`config.mk`:
```
export PLATFORM = sky130hd
export DESIGN_NAME = reset_controller
export DESIGN_NICKNAME = d
export VERILOG_FILES = /design/src/rstctl_pkg.sv /design/src/rst_sync.sv /design/src/tick_timer.sv /design/src/reset_controller.sv
export SDC_FILE = /design/constraint.sdc
export NUM_CORES = 1
export LEC_CHECK = 0
export ABC_AREA = 0
export BUFFER_PORTS_ARGS = -buffer_cell sky130_fd_sc_hd__buf_2
export CAP_MARGIN = 0
export CORE_ASPECT_RATIO = 0.5
export CORE_MARGIN = 2
export CORE_UTILIZATION = 57
export DETAILED_ROUTE_END_ITERATION = 10
export PLACE_DENSITY_LB_ADDON = 0.1
export SLEW_MARGIN = 20
export SYNTH_ARGS = -nofsm -noshare
export SYNTH_HDL_FRONTEND = slang
export SYNTH_SLANG_ARGS = --single-unit
```
`constraint.sdc`:
```
create_clock -name mclk_i -period 4.51 [get_ports mclk_i]
set_clock_uncertainty 0.1 [all_clocks]
set_input_delay 0.902 -clock mclk_i [delete_from_list [all_inputs] [get_ports mclk_i]]
set_output_delay 0.902 -clock mclk_i [all_outputs]
set_load 0.05 [all_outputs]
```
`src/rstctl_pkg.sv`:
```
// Constants, register map and state encoding for the reset controller
package rstctl_pkg;

  // ==========================================================
  // Register map (byte addresses)
  localparam logic [7:0] STATUS_OFFSET = 8'h00;
  localparam logic [7:0] CONTROL_OFFSET = 8'h04;
  localparam logic [7:0] STRAPS_OFFSET = 8'h08;
  localparam logic [7:0] CFG_WORD_OFFSET = 8'h0c;
  localparam logic [7:0] DEFAULT_CFG_OFFSET = 8'h10;
  localparam logic [7:0] STATE_OFFSET = 8'h14;

  // ==========================================================
  // Status bit positions
  localparam int STAT_POR_BIT = 0;
  localparam int STAT_EXT_HARD_BIT = 1;
  localparam int STAT_EXT_SOFT_BIT = 2;
  localparam int STAT_WATCHDOG_BIT = 3;
  localparam int STAT_BUS_MONITOR_BIT = 4;
  localparam int STAT_HOST_BIT = 5;
  localparam int STAT_WIDTH = 6;

  // Control bit positions
  localparam int CTRL_BUS_MONITOR_EN_BIT = 0;
  localparam logic [31:0] CONTROL_RESET = 32'h0000_0001;

  // ==========================================================
  // Strap layout
  localparam int STRAP_WIDTH = 14;
  localparam int STRAP_CONFIG_MODE_BIT = 0;
  localparam int STRAP_CONFIG_SOURCE_BIT = 1;
  localparam int STRAP_SLAVE_SYNC_BIT = 2;
  localparam int STRAP_SLAVE_WIDTH_BIT = 3;
  localparam int STRAP_DEVICE_ID_LSB = 4;
  localparam int STRAP_BOOT_MODE_LSB = 8;
  localparam int STRAP_WATCHDOG_EN_BIT = 11;
  localparam int STRAP_CLOCK_MODE_LSB = 12;
  localparam logic [STRAP_WIDTH-1:0] STRAP_RESET = 14'h0000;

  // ==========================================================
  // Configuration word
  localparam logic [31:0] CFG_WORD_RESET = 32'h0000_0000;
  localparam logic [31:0] DEFAULT_CFG_RESET = 32'h0000_0000;

  // ==========================================================
  // Timing in input-clock ticks; DRIVE_SETTLE in reference-clock cycles
  localparam int TICK_DIV = 2;
  localparam int TIMER_WIDTH = 11;
  localparam logic [TIMER_WIDTH-1:0] POR_DELAY_TICKS = 11'h400;
  localparam logic [TIMER_WIDTH-1:0] HARD_RELEASE_TICKS = 11'h200;
  localparam logic [TIMER_WIDTH-1:0] SOFT_RELEASE_TICKS = 11'h203;
  localparam int DRIVE_SETTLE = 3;

  // ==========================================================
  // Sequencer states
  typedef enum logic [5:0] {
    ST_POR = 6'b000001,
    ST_POR_DELAY = 6'b000010,
    ST_PLL_WAIT = 6'b000100,
    ST_HARD = 6'b001000,
    ST_SOFT = 6'b010000,
    ST_RUN = 6'b100000
  } rst_state_e;

endpackage

```
`src/rst_sync.sv`:
```
// Two flip-flop synchroniser for a group of external reset pins
`timescale 1ns/1ps
`default_nettype none
module rst_sync #(
  parameter int WIDTH = 3
) (
  input wire logic mclk_i,
  input wire logic rst_i,
  input wire logic [WIDTH-1:0] async_i,
  output logic [WIDTH-1:0] sync_o
);
  logic [WIDTH-1:0] meta_q;
  logic [WIDTH-1:0] sync_q;

  // ==========================================================
  // One synchroniser per pin; pins idle high
  genvar g;
  generate
    for (g = 0; g < WIDTH; g = g + 1)
    begin : g_bit
      always_ff @(posedge mclk_i)
      begin
        if (rst_i)
        begin
          meta_q[g] <= 1'b1;
          sync_q[g] <= 1'b1;
        end
        else
        begin
          meta_q[g] <= async_i[g];
          sync_q[g] <= meta_q[g];
        end
      end
    end
  endgenerate

  assign sync_o = sync_q;
endmodule // rst_sync
`default_nettype wire

```
`src/tick_timer.sv`:
```
// Saturating counter of divider ticks with a programmable terminal count
`timescale 1ns/1ps
`default_nettype none
module tick_timer
  import rstctl_pkg::*;
#(
  parameter logic [TIMER_WIDTH-1:0] LIMIT = POR_DELAY_TICKS
) (
  input wire logic mclk_i,
  input wire logic rst_i,
  input wire logic clear_i,
  input wire logic tick_i,
  output logic [TIMER_WIDTH-1:0] count_o,
  output logic done_o
);
  logic [TIMER_WIDTH-1:0] count_q;

  // ==========================================================
  // Count up to LIMIT and hold there
  always_ff @(posedge mclk_i)
  begin
    if (rst_i || clear_i)
      count_q <= '0;
    else if (tick_i && count_q != LIMIT)
      count_q <= count_q + 11'h001;
  end

  assign count_o = count_q;
  assign done_o = (count_q == LIMIT);
endmodule // tick_timer
`default_nettype wire

```
`src/reset_controller.sv`:
```
// Multi-source reset sequencer with AHB-Lite status and configuration registers
//
// Design decisions made here: the register addresses and the AHB-Lite slave port.
`timescale 1ns/1ps
`default_nettype none
// Functional notes
// (RULE_01) Power-on resets everything, PLL, drives both lines
// (RULE_02) Mode straps configured only during power-on reset
// (RULE_03) Soft line driven whenever hard line driven
// (RULE_04) Hard line open-drain, only pulled low
// (RULE_05) Hard reset drives lines, reapplies configuration word
// (RULE_06) External soft seen only while not resetting
// (RULE_07) Soft reset resets cores, keeps configuration
// (RULE_08) Enabled watchdog expiry starts hard sequence
// (RULE_09) Enabled bus monitor expiry starts hard sequence
// (RULE_10) Host command starts internal soft sequence
// (RULE_11) Status register records latest reset sources
// (RULE_12) Straps, PLL, slave-port write: power-on only
// (RULE_13) System-bus config write on power-on or hard
// (RULE_14) All resets hit buses; interface on hard
// (RULE_15) Board holds power-on low sixteen clocks
// (RULE_16) Configuration via slave port or system bus
// (RULE_17) Slave without written word gets default
// (RULE_18) Fourteen straps latched at power-on release
// (RULE_19) Internal power-on ends 1024 clocks later
// (RULE_20) Hard line released 512 clocks after lock
// (RULE_21) Soft line released 515 clocks after lock
// (RULE_22) External pins synchronised, sources set status
module reset_controller (
  input wire logic mclk_i,
  input wire logic rst_i,
  input wire logic hsel_i,
  input wire logic [31:0] haddr_i,
  input wire logic [1:0] htrans_i,
  input wire logic hwrite_i,
  input wire logic [2:0] hsize_i,
  input wire logic [31:0] hwdata_i,
  input wire logic hready_i,
  output logic [31:0] hrdata_o,
  output logic hreadyout_o,
  output logic hresp_o,
  input wire logic power_on_reset_n_i,
  input wire logic hard_reset_n_i,
  output logic hard_reset_n_o,
  output logic hard_reset_oe_o,
  input wire logic soft_reset_n_i,
  output logic soft_reset_n_o,
  output logic soft_reset_oe_o,
  input wire logic watchdog_expired_i,
  input wire logic bus_monitor_expired_i,
  input wire logic host_reset_cmd_i,
  input wire logic system_pll_locked_i,
  input wire logic [rstctl_pkg::STRAP_WIDTH-1:0] straps_i,
  input wire logic slave_cfg_valid_i,
  input wire logic [31:0] slave_cfg_data_i,
  input wire logic sysbus_cfg_valid_i,
  input wire logic [31:0] sysbus_cfg_data_i,
  output logic slave_cfg_window_o,
  output logic sysbus_cfg_window_o,
  output logic [31:0] cfg_word_o,
  output logic internal_por_o,
  output logic system_pll_reset_o,
  output logic core_reset_o,
  output logic peripheral_bus_reset_o,
  output logic shared_memory_bus_reset_o,
  output logic system_interface_reset_o,
  output logic config_mode_strap_o,
  output logic config_source_strap_o,
  output logic slave_sync_strap_o,
  output logic slave_width_strap_o,
  output logic [3:0] device_select_id_o,
  output logic [2:0] boot_mode_strap_o,
  output logic watchdog_enable_strap_o,
  output logic [1:0] clock_mode_strap_o
);
  import rstctl_pkg::*;

  // ==========================================================
  // Declarations
  logic [2:0] pins_s;
  logic por_n_s;
  logic hard_n_s;
  logic soft_n_s;
  logic por_n_prev_q;
  logic [1:0] div_q;
  logic tick;
  rst_state_e state_q;
  rst_state_e state_d;
  logic state_change;
  logic [TIMER_WIDTH-1:0] por_count;
  logic por_done;
  logic [TIMER_WIDTH-1:0] lock_count;
  logic lock_done;
  logic drive_hard;
  logic drive_soft;
  logic [DRIVE_SETTLE-1:0] hard_hist_q;
  logic [DRIVE_SETTLE-1:0] soft_hist_q;
  logic ext_hard_evt;
  logic ext_soft_evt;
  logic wdog_evt;
  logic bmon_evt;
  logic hard_evt;
  logic soft_evt;
  logic [STAT_WIDTH-1:0] status_q;
  logic [STAT_WIDTH-1:0] src_bits;
  logic [31:0] control_q;
  logic [STRAP_WIDTH-1:0] strap_q;
  logic [31:0] cfg_word_q;
  logic [31:0] cfg_pend_q;
  logic cfg_seen_q;
  logic [31:0] default_cfg_q;
  logic por_flow;
  logic flow_end;
  logic wr_pend_q;
  logic [7:0] wr_addr_q;
  logic [31:0] hrdata_q;
  logic addr_phase;

  // Register read decode, shared by the bus read path
  function automatic logic [31:0] read_mux(input logic [7:0] addr,
                                           input logic [STAT_WIDTH-1:0] stat,
                                           input logic [31:0] ctrl,
                                           input logic [STRAP_WIDTH-1:0] strap,
                                           input logic [31:0] cfg,
                                           input logic [31:0] dflt,
                                           input logic [5:0] st);
    logic [31:0] r;
    r = 32'h0000_0000;
    case (addr)
      STATUS_OFFSET: r = {26'h0, stat};
      CONTROL_OFFSET: r = ctrl;
      STRAPS_OFFSET: r = {18'h0, strap};
      CFG_WORD_OFFSET: r = cfg;
      DEFAULT_CFG_OFFSET: r = dflt;
      STATE_OFFSET: r = {26'h0, st};
      default: r = 32'h0000_0000;
    endcase
    return r;
  endfunction

  // ==========================================================
  // Pin synchronisation
  rst_sync #(
    .WIDTH(3)
  ) u_sync (
    .mclk_i(mclk_i),
    .rst_i(rst_i),
    .async_i({soft_reset_n_i, hard_reset_n_i, power_on_reset_n_i}),
    .sync_o(pins_s)
  ); // RULE_22

  assign por_n_s = pins_s[0];
  assign hard_n_s = pins_s[1];
  assign soft_n_s = pins_s[2];

  // ==========================================================
  // Input-clock tick divider; the reference clock runs at twice the rate
  always_ff @(posedge mclk_i)
  begin
    if (rst_i || div_q == 2'(TICK_DIV - 1))
      div_q <= 2'h0;
    else
      div_q <= div_q + 2'h1;
  end

  assign tick = (div_q == 2'(TICK_DIV - 1));

  // ==========================================================
  // Timers
  tick_timer #(
    .LIMIT(POR_DELAY_TICKS)
  ) u_por_timer (
    .mclk_i(mclk_i),
    .rst_i(rst_i),
    .clear_i(state_q != ST_POR_DELAY),
    .tick_i(tick),
    .count_o(por_count),
    .done_o(por_done)
  ); // RULE_19

  // Ticks only count once the PLL reports lock
  tick_timer #(
    .LIMIT(SOFT_RELEASE_TICKS)
  ) u_lock_timer (
    .mclk_i(mclk_i),
    .rst_i(rst_i),
    .clear_i(state_change),
    .tick_i(tick && system_pll_locked_i),
    .count_o(lock_count),
    .done_o(lock_done)
  ); // RULE_21

  // ==========================================================
  // Source detection
  // Own drive echoes through the synchroniser;
  // trust a line only after the settle window
  always_ff @(posedge mclk_i)
  begin
    if (rst_i)
    begin
      hard_hist_q <= '1;
      soft_hist_q <= '1;
    end
    else
    begin
      hard_hist_q <= {hard_hist_q[DRIVE_SETTLE-2:0], drive_hard};
      soft_hist_q <= {soft_hist_q[DRIVE_SETTLE-2:0], drive_soft};
    end
  end

  assign ext_hard_evt = !hard_n_s && !drive_hard && (hard_hist_q == '0) && (state_q == ST_RUN || state_q == ST_SOFT);
  assign ext_soft_evt = !soft_n_s && !drive_soft && (soft_hist_q == '0) && (state_q == ST_RUN); // RULE_06
  assign wdog_evt = watchdog_expired_i && strap_q[STRAP_WATCHDOG_EN_BIT]; // RULE_08
  assign bmon_evt = bus_monitor_expired_i && control_q[CTRL_BUS_MONITOR_EN_BIT]; // RULE_09
  assign hard_evt = (ext_hard_evt || wdog_evt || bmon_evt) && (state_q == ST_RUN || state_q == ST_SOFT);
  assign soft_evt = (ext_soft_evt || host_reset_cmd_i) && (state_q == ST_RUN); // RULE_10

  always_comb
  begin
    src_bits = '0;
    src_bits[STAT_EXT_HARD_BIT] = ext_hard_evt;
    src_bits[STAT_WATCHDOG_BIT] = wdog_evt;
    src_bits[STAT_BUS_MONITOR_BIT] = bmon_evt;
    src_bits[STAT_EXT_SOFT_BIT] = ext_soft_evt && !hard_evt;
    src_bits[STAT_HOST_BIT] = host_reset_cmd_i && !hard_evt && state_q == ST_RUN;
  end

  // ==========================================================
  // Sequencer
  always_comb
  begin
    state_d = state_q;
    case (state_q)
      ST_POR:
        if (por_n_s)
          state_d = ST_POR_DELAY;
      ST_POR_DELAY:
        if (por_done)
          state_d = ST_PLL_WAIT; // RULE_19
      ST_PLL_WAIT, ST_HARD, ST_SOFT:
        if (hard_evt && state_q == ST_SOFT)
          state_d = ST_HARD;
        else if (lock_done)
          state_d = ST_RUN; // RULE_21
      ST_RUN:
        if (hard_evt)
          state_d = ST_HARD; // RULE_08 RULE_09
        else if (soft_evt)
          state_d = ST_SOFT; // RULE_10
      default:
        state_d = ST_POR;
    endcase
    if (!por_n_s)
      state_d = ST_POR; // RULE_01
  end

  always_ff @(posedge mclk_i)
  begin
    if (rst_i)
      state_q <= ST_POR;
    else
      state_q <= state_d;
  end

  assign state_change = (state_d != state_q);
  assign por_flow = (state_q == ST_POR) || (state_q == ST_POR_DELAY) || (state_q == ST_PLL_WAIT);
  assign flow_end = (state_q != ST_RUN) && (state_d == ST_RUN);

  // ==========================================================
  // Reset outputs
  assign drive_hard = (state_q == ST_POR) || (state_q == ST_POR_DELAY) ||
                      ((state_q == ST_PLL_WAIT || state_q == ST_HARD) && lock_count < HARD_RELEASE_TICKS); // RULE_20 RULE_14
  assign drive_soft = drive_hard || (state_q != ST_RUN); // RULE_03 RULE_07
  assign hard_reset_n_o = 1'b0; // RULE_04
  assign hard_reset_oe_o = drive_hard; // RULE_04 RULE_05
  assign soft_reset_n_o = 1'b0;
  assign soft_reset_oe_o = drive_soft; // RULE_07
  assign internal_por_o = (state_q == ST_POR) || (state_q == ST_POR_DELAY); // RULE_19
  assign system_pll_reset_o = internal_por_o; // RULE_01 RULE_12
  assign core_reset_o = (state_q != ST_RUN); // RULE_14
  assign peripheral_bus_reset_o = (state_q != ST_RUN); // RULE_14
  assign shared_memory_bus_reset_o = (state_q != ST_RUN); // RULE_14
  assign system_interface_reset_o = por_flow || (state_q == ST_HARD); // RULE_14

  // ==========================================================
  // Strap capture on the synchronised power-on release edge
  always_ff @(posedge mclk_i)
  begin
    if (rst_i)
      por_n_prev_q <= 1'b0;
    else
      por_n_prev_q <= por_n_s;
  end

  // Straps bypass the two-stage delay of the pin, so the board must
  // hold them a few clocks past the release edge
  always_ff @(posedge mclk_i)
  begin
    if (rst_i)
      strap_q <= STRAP_RESET;
    else if (por_n_s && !por_n_prev_q)
      strap_q <= straps_i; // RULE_18 RULE_02 RULE_12
  end

  assign config_mode_strap_o = strap_q[STRAP_CONFIG_MODE_BIT];
  assign config_source_strap_o = strap_q[STRAP_CONFIG_SOURCE_BIT];
  assign slave_sync_strap_o = strap_q[STRAP_SLAVE_SYNC_BIT];
  assign slave_width_strap_o = strap_q[STRAP_SLAVE_WIDTH_BIT]; // RULE_02
  assign device_select_id_o = strap_q[STRAP_DEVICE_ID_LSB +: 4];
  assign boot_mode_strap_o = strap_q[STRAP_BOOT_MODE_LSB +: 3];
  assign watchdog_enable_strap_o = strap_q[STRAP_WATCHDOG_EN_BIT];
  assign clock_mode_strap_o = strap_q[STRAP_CLOCK_MODE_LSB +: 2];

  // ==========================================================
  // Reset configuration word
  assign slave_cfg_window_o = por_flow; // RULE_12 RULE_16
  assign sysbus_cfg_window_o = por_flow || (state_q == ST_HARD); // RULE_13 RULE_16

  always_ff @(posedge mclk_i)
  begin
    if (rst_i || (state_change && (state_d == ST_POR || state_d == ST_HARD)))
    begin
      cfg_seen_q <= 1'b0;
      cfg_pend_q <= CFG_WORD_RESET;
    end
    else if (slave_cfg_valid_i && slave_cfg_window_o)
    begin
      cfg_seen_q <= 1'b1;
      cfg_pend_q <= slave_cfg_data_i; // RULE_12
    end
    else if (sysbus_cfg_valid_i && sysbus_cfg_window_o)
    begin
      cfg_seen_q <= 1'b1;
      cfg_pend_q <= sysbus_cfg_data_i; // RULE_13
    end
  end

  // Applied at the end of a power-on or hard flow; soft flows keep it
  always_ff @(posedge mclk_i)
  begin
    if (rst_i)
      cfg_word_q <= CFG_WORD_RESET;
    else if (flow_end && state_q != ST_SOFT)
    begin
      if (cfg_seen_q)
        cfg_word_q <= cfg_pend_q; // RULE_05
      else if (strap_q[STRAP_CONFIG_SOURCE_BIT])
        cfg_word_q <= default_cfg_q; // RULE_17
    end
  end

  assign cfg_word_o = cfg_word_q;

  // ==========================================================
  // AHB-Lite slave, zero wait states, always OKAY
  assign addr_phase = hsel_i && htrans_i[1] && hready_i;

  always_ff @(posedge mclk_i)
  begin
    if (rst_i)
    begin
      wr_pend_q <= 1'b0;
      wr_addr_q <= 8'h00;
      hrdata_q <= 32'h0000_0000;
    end
    else
    begin
      wr_pend_q <= addr_phase && hwrite_i;
      wr_addr_q <= haddr_i[7:0];
      if (addr_phase && !hwrite_i)
        hrdata_q <= read_mux(haddr_i[7:0], status_q, control_q, strap_q, cfg_word_q, default_cfg_q, state_q);
    end
  end

  assign hrdata_o = hrdata_q;
  assign hreadyout_o = 1'b1;
  assign hresp_o = 1'b0;

  // ==========================================================
  // Status: a new reset replaces the record, and beats a same-cycle clear
  always_ff @(posedge mclk_i)
  begin
    if (rst_i)
      status_q <= '0;
    else if (state_change && state_d == ST_POR)
      status_q <= 6'h01; // RULE_11
    else if (state_change && (state_d == ST_HARD || state_d == ST_SOFT))
      status_q <= src_bits; // RULE_11 RULE_22
    else if (wr_pend_q && wr_addr_q == STATUS_OFFSET)
      status_q <= status_q & ~hwdata_i[STAT_WIDTH-1:0];
  end

  // Control lives in the system interface and returns to CONTROL_RESET on hard resets
  always_ff @(posedge mclk_i)
  begin
    if (rst_i || system_interface_reset_o)
      control_q <= CONTROL_RESET; // RULE_14
    else if (wr_pend_q && wr_addr_q == CONTROL_OFFSET)
      control_q <= {31'h0, hwdata_i[CTRL_BUS_MONITOR_EN_BIT]};
  end

  // Default word must survive hard resets to be applied by them
  always_ff @(posedge mclk_i)
  begin
    if (rst_i)
      default_cfg_q <= DEFAULT_CFG_RESET;
    else if (wr_pend_q && wr_addr_q == DEFAULT_CFG_OFFSET)
      default_cfg_q <= hwdata_i;
  end

endmodule // reset_controller
`default_nettype wire

```
==> reports/qor.csv <==
stage,metric,value,unit
status,status,finished clean,
synth,number of flops mapped to enable cells by yosys,0,
detailed_routing,DRC Markers,0,
power_and_ir_drop,Pwr Density,389,nW/um^2
worst_hold_path,Worst Hold End,u_sync.sync_o[0],
clocking,H-tree depth,1,
place,PortBufs,220,
clocking,maximum clock path buffer count,3,
sta,headroom to the max-slew limit,36.8,%
synth,"count leader, synth",dfxtp_1,
power_and_ir_drop,Leakage,4.67,nW
setup_path,reg-to-reg endpoint,cfg_pend_q[31],
sta,Setup TNS,0,ns
layout,Antenna Cells,0,
worst_hold_path,WHS Path Cells,1,
synth,Synth Cell Area,9060,sq um
clocking,number of hold buffers added after CTS,0,
sta,worst hold margin,0.312,ns
grt,grt ovf,0,
synth,asr flop ratio synth,0,%
detailed_routing,antenna-violating nets left,0,
synth,largest family of logic cells by synthesized area,simple AND/OR/NAND/NOR gates,
synth,post-synthesis sequential area ratio,44.6,%
detailed_routing,drt total wl,24400,um
sta,Final Hold Fails,0,
synth,top post-synthesis cells by area,"dfxtp_1, mux2i_1, nor2_1",
synth,Synth Area in Simple Gates,21.4,%
job,max-cap violations,0,
detailed_routing,vias per inst,5.67,
setup_path,kind of critical path,register to register,
worst_hold_path,worst hold path type,register to register,
floorplanning,die footprint,17000,sq um
synth,synthesized area per cell,8.87,sq um
grt,initial antenna violation count,0,
power_and_ir_drop,peak supply drop,0.336,mV
setup_path,reg2reg path depth,8,
setup_path,WP data required,4.75,ns
sta,Pins Over Slew Limit,0,
synth,post-synthesis xor/xnor area fraction,2.32,%
synth,main flop type after synthesis,dfxtp_1,
detailed_routing,number of DRC markers in iteration 0,532,
clocking,post-cts resize count,0,
setup_path,R2R Setup Slk,0.81,ns
synth,Synth Area in Compound Gates,14.5,%
setup_path,worst-path fanout max,19,
setup_path,Crit. End Element,register,
clocking,total CTS buffers,19,
sta,final setup vio count,0,
setup_path,startpoint class of the critical path,register,
floorplanning,row count,32,
worst_hold_path,Worst Min Path Start,u_sync.meta_q[0],
sta,Final Cycle Share,81.9,%
clocking,"CTS clk-pin slew, worst paths",0.07,ns
layout,Total Nets Final,1358,
grt,first-pass GRT wire length,38200,um
detailed_routing,via count of the routed design,7978,
sta,RSZ-0062 raised after global routing,no,
sta,Tightest Pin Transition,0.948,ns
floorplanning,Die H,93.1,um
synth,Post-Synth Adder-Cell Area,0.552,%
place,HPWL after DPL,16600,um
setup_path,RR Startpoint,state_q[3],
synth,Yosys warning count,0,
grt,Total GRT Usage,27.9,%
layout,layout overhead on the synthesized area,18.9,%
floorplanning,core outline area,15500,sq um
detailed_routing,routed length per instance,17.4,um
synth,Synth Instances,1021,
synth,mux cell area share after synthesis,11.8,%
clocking,Post-CTS Setup Repair Bufs,0,
sta,Max Fclk,271,MHz
detailed_routing,First-pass DRT Iterations,5,
setup_path,"Arr. time, crit path",3.93,ns
floorplanning,die width,182,um
place,RD Place Congestion,0.945,
grt,largest net degree at the start of global routing,79,
floorplanning,Initial Util,58.6,%
synth,Yosys reg bits,202,
sta,Final min period,3.70,ns
clocking,CTS tree,built,
clocking,CTS Root Cell,clkbuf_16,
floorplanning,I/O pin cnt,253,
synth,Synth cell types,60,
synth,Synth top area share,44.6,%
clocking,"Clk Latency, worst-skew pair",0.48,ns
synth,most frequent cells after synthesis,"dfxtp_1, nor2_1, mux2i_1",
grt,vias in the first global route,7537,
synth,top cell type by total area after synthesis,dfxtp_1,
clocking,clk sinks,202,
layout,fill count,1270,
layout,layout cells sized above 1,26.9,%
[area by class of cell]
class	instances	area (sq um)	share of cell area, %
inverters	10	37.5	0.349
multi-input cells	726	4640	43.1
clock buffers	28	559	5.19
repair buffers	234	1210	11.2
well taps	204	255	2.37
clock inverters	4	25.0	0.232
flip-flops and latches	202	4050	37.6
[stage by stage]
step                total power, W  utilization, %  cells  setup WS, ns  cell area, sq um
CTS                        0.00420            69.6   1408         0.834             10800
detailed placement         0.00269            65.9   1376         0.641             10200
global route               0.00434            69.7   1408         0.614             10800
finish                     0.00418            69.7   1408         0.815             10800
global placement           0.00267            65.9   1376         0.702             10200
floorplan                  0.00251               -   1023         0.832              9070
[cell families after synthesis]
| kind of cell | Yosys count |
|---|---|
| adder cells (fa/ha/maj) | 4 |
| AND/OR/NAND/NOR | 393 |
| multiplexers | 106 |
| flip-flops | 202 |
| other | 2 |
| AO/OA/AOI/OAI | 195 |
| XOR/XNOR | 24 |
| buffers and inverters | 95 |
[worst max path at each step]
stage	start	to	depth (start not counted)
3_3_place_gp	watchdog_expired_i	cfg_pend_q[0]	9
6_report	state_q[3]	cfg_pend_q[31]	8
5_1_grt	state_q[2]	cfg_pend_q[31]	8
3_5_place_dp	watchdog_expired_i	cfg_pend_q[31]	9
2_1_floorplan	state_q[2]	cfg_pend_q[14]	11
4_1_cts	state_q[3]	cfg_pend_q[31]	8
[critical path, cell delays in order (launching register included)]
cell and delay, ns:
dfxtp_1 0.53, or4_1 0.58, a2111o_1 0.37, or3b_2 0.29
nor2_1 0.05, o2bb2a_1 0.41, a21oi_4 0.69, buf_4 0.42
nor3_1 0.11
[flip-flops by register name, indices dropped and copies added, names as in the netlist, 6 cells and up]
signal                cells
cfg_pend_q               32
cfg_word_o               32
default_cfg_q            32
hrdata_o                 32
state_q                   6
status_q                  6
strap_q                  14
u_lock_timer.count_o     11
u_por_timer.count_o      11
wr_addr_q                 8
[placed cells by master (no fill, tap or decap), types with 7 or more instances in the layout]
cell type	count
nor3_1	11
a22oi_1	24
nor2b_1	12
clkbuf_16	19
nand2_1	63
nor2_1	198
a21oi_1	86
a222oi_1	9
buf_4	15
nor3_2	31
o21ai_0	7
xor2_1	13
mux2i_1	99
mux2_2	7
nand3_1	16
xnor2_1	11
inv_1	10
and3_1	7
or2_2	13
buf_2	219
a211oi_1	34
nor4_1	9
dfxtp_1	201
[layer usage]
metal | track usage [%] | vias to the layer above | share of wire (%)
met5 | 0 | - | 0
met4 | 7.86 | 0 | 2.2
met3 | 4.52 | 41 | 6.5
met2 | 46.5 | 277 | 46
met1 | 38.0 | 3757 | 46
li1 | - | 3903 | -
[report_power, final]
| group | internal (W) | total [W] | switching [W] | leakage [nW] |
|---|---|---|---|---|
| Combinational | 0.000264 | 0.000741 | 0.000477 | 2.74 |
| Sequential | 0.00186 | 0.00192 | 0.0000586 | 1.64 |
| Clock | 0.000858 | 0.00153 | 0.000668 | 0.283 |
| Total | 0.00298 | 0.00418 | 0.00120 | 4.67 |
Power figures use the tool's default switching activity.
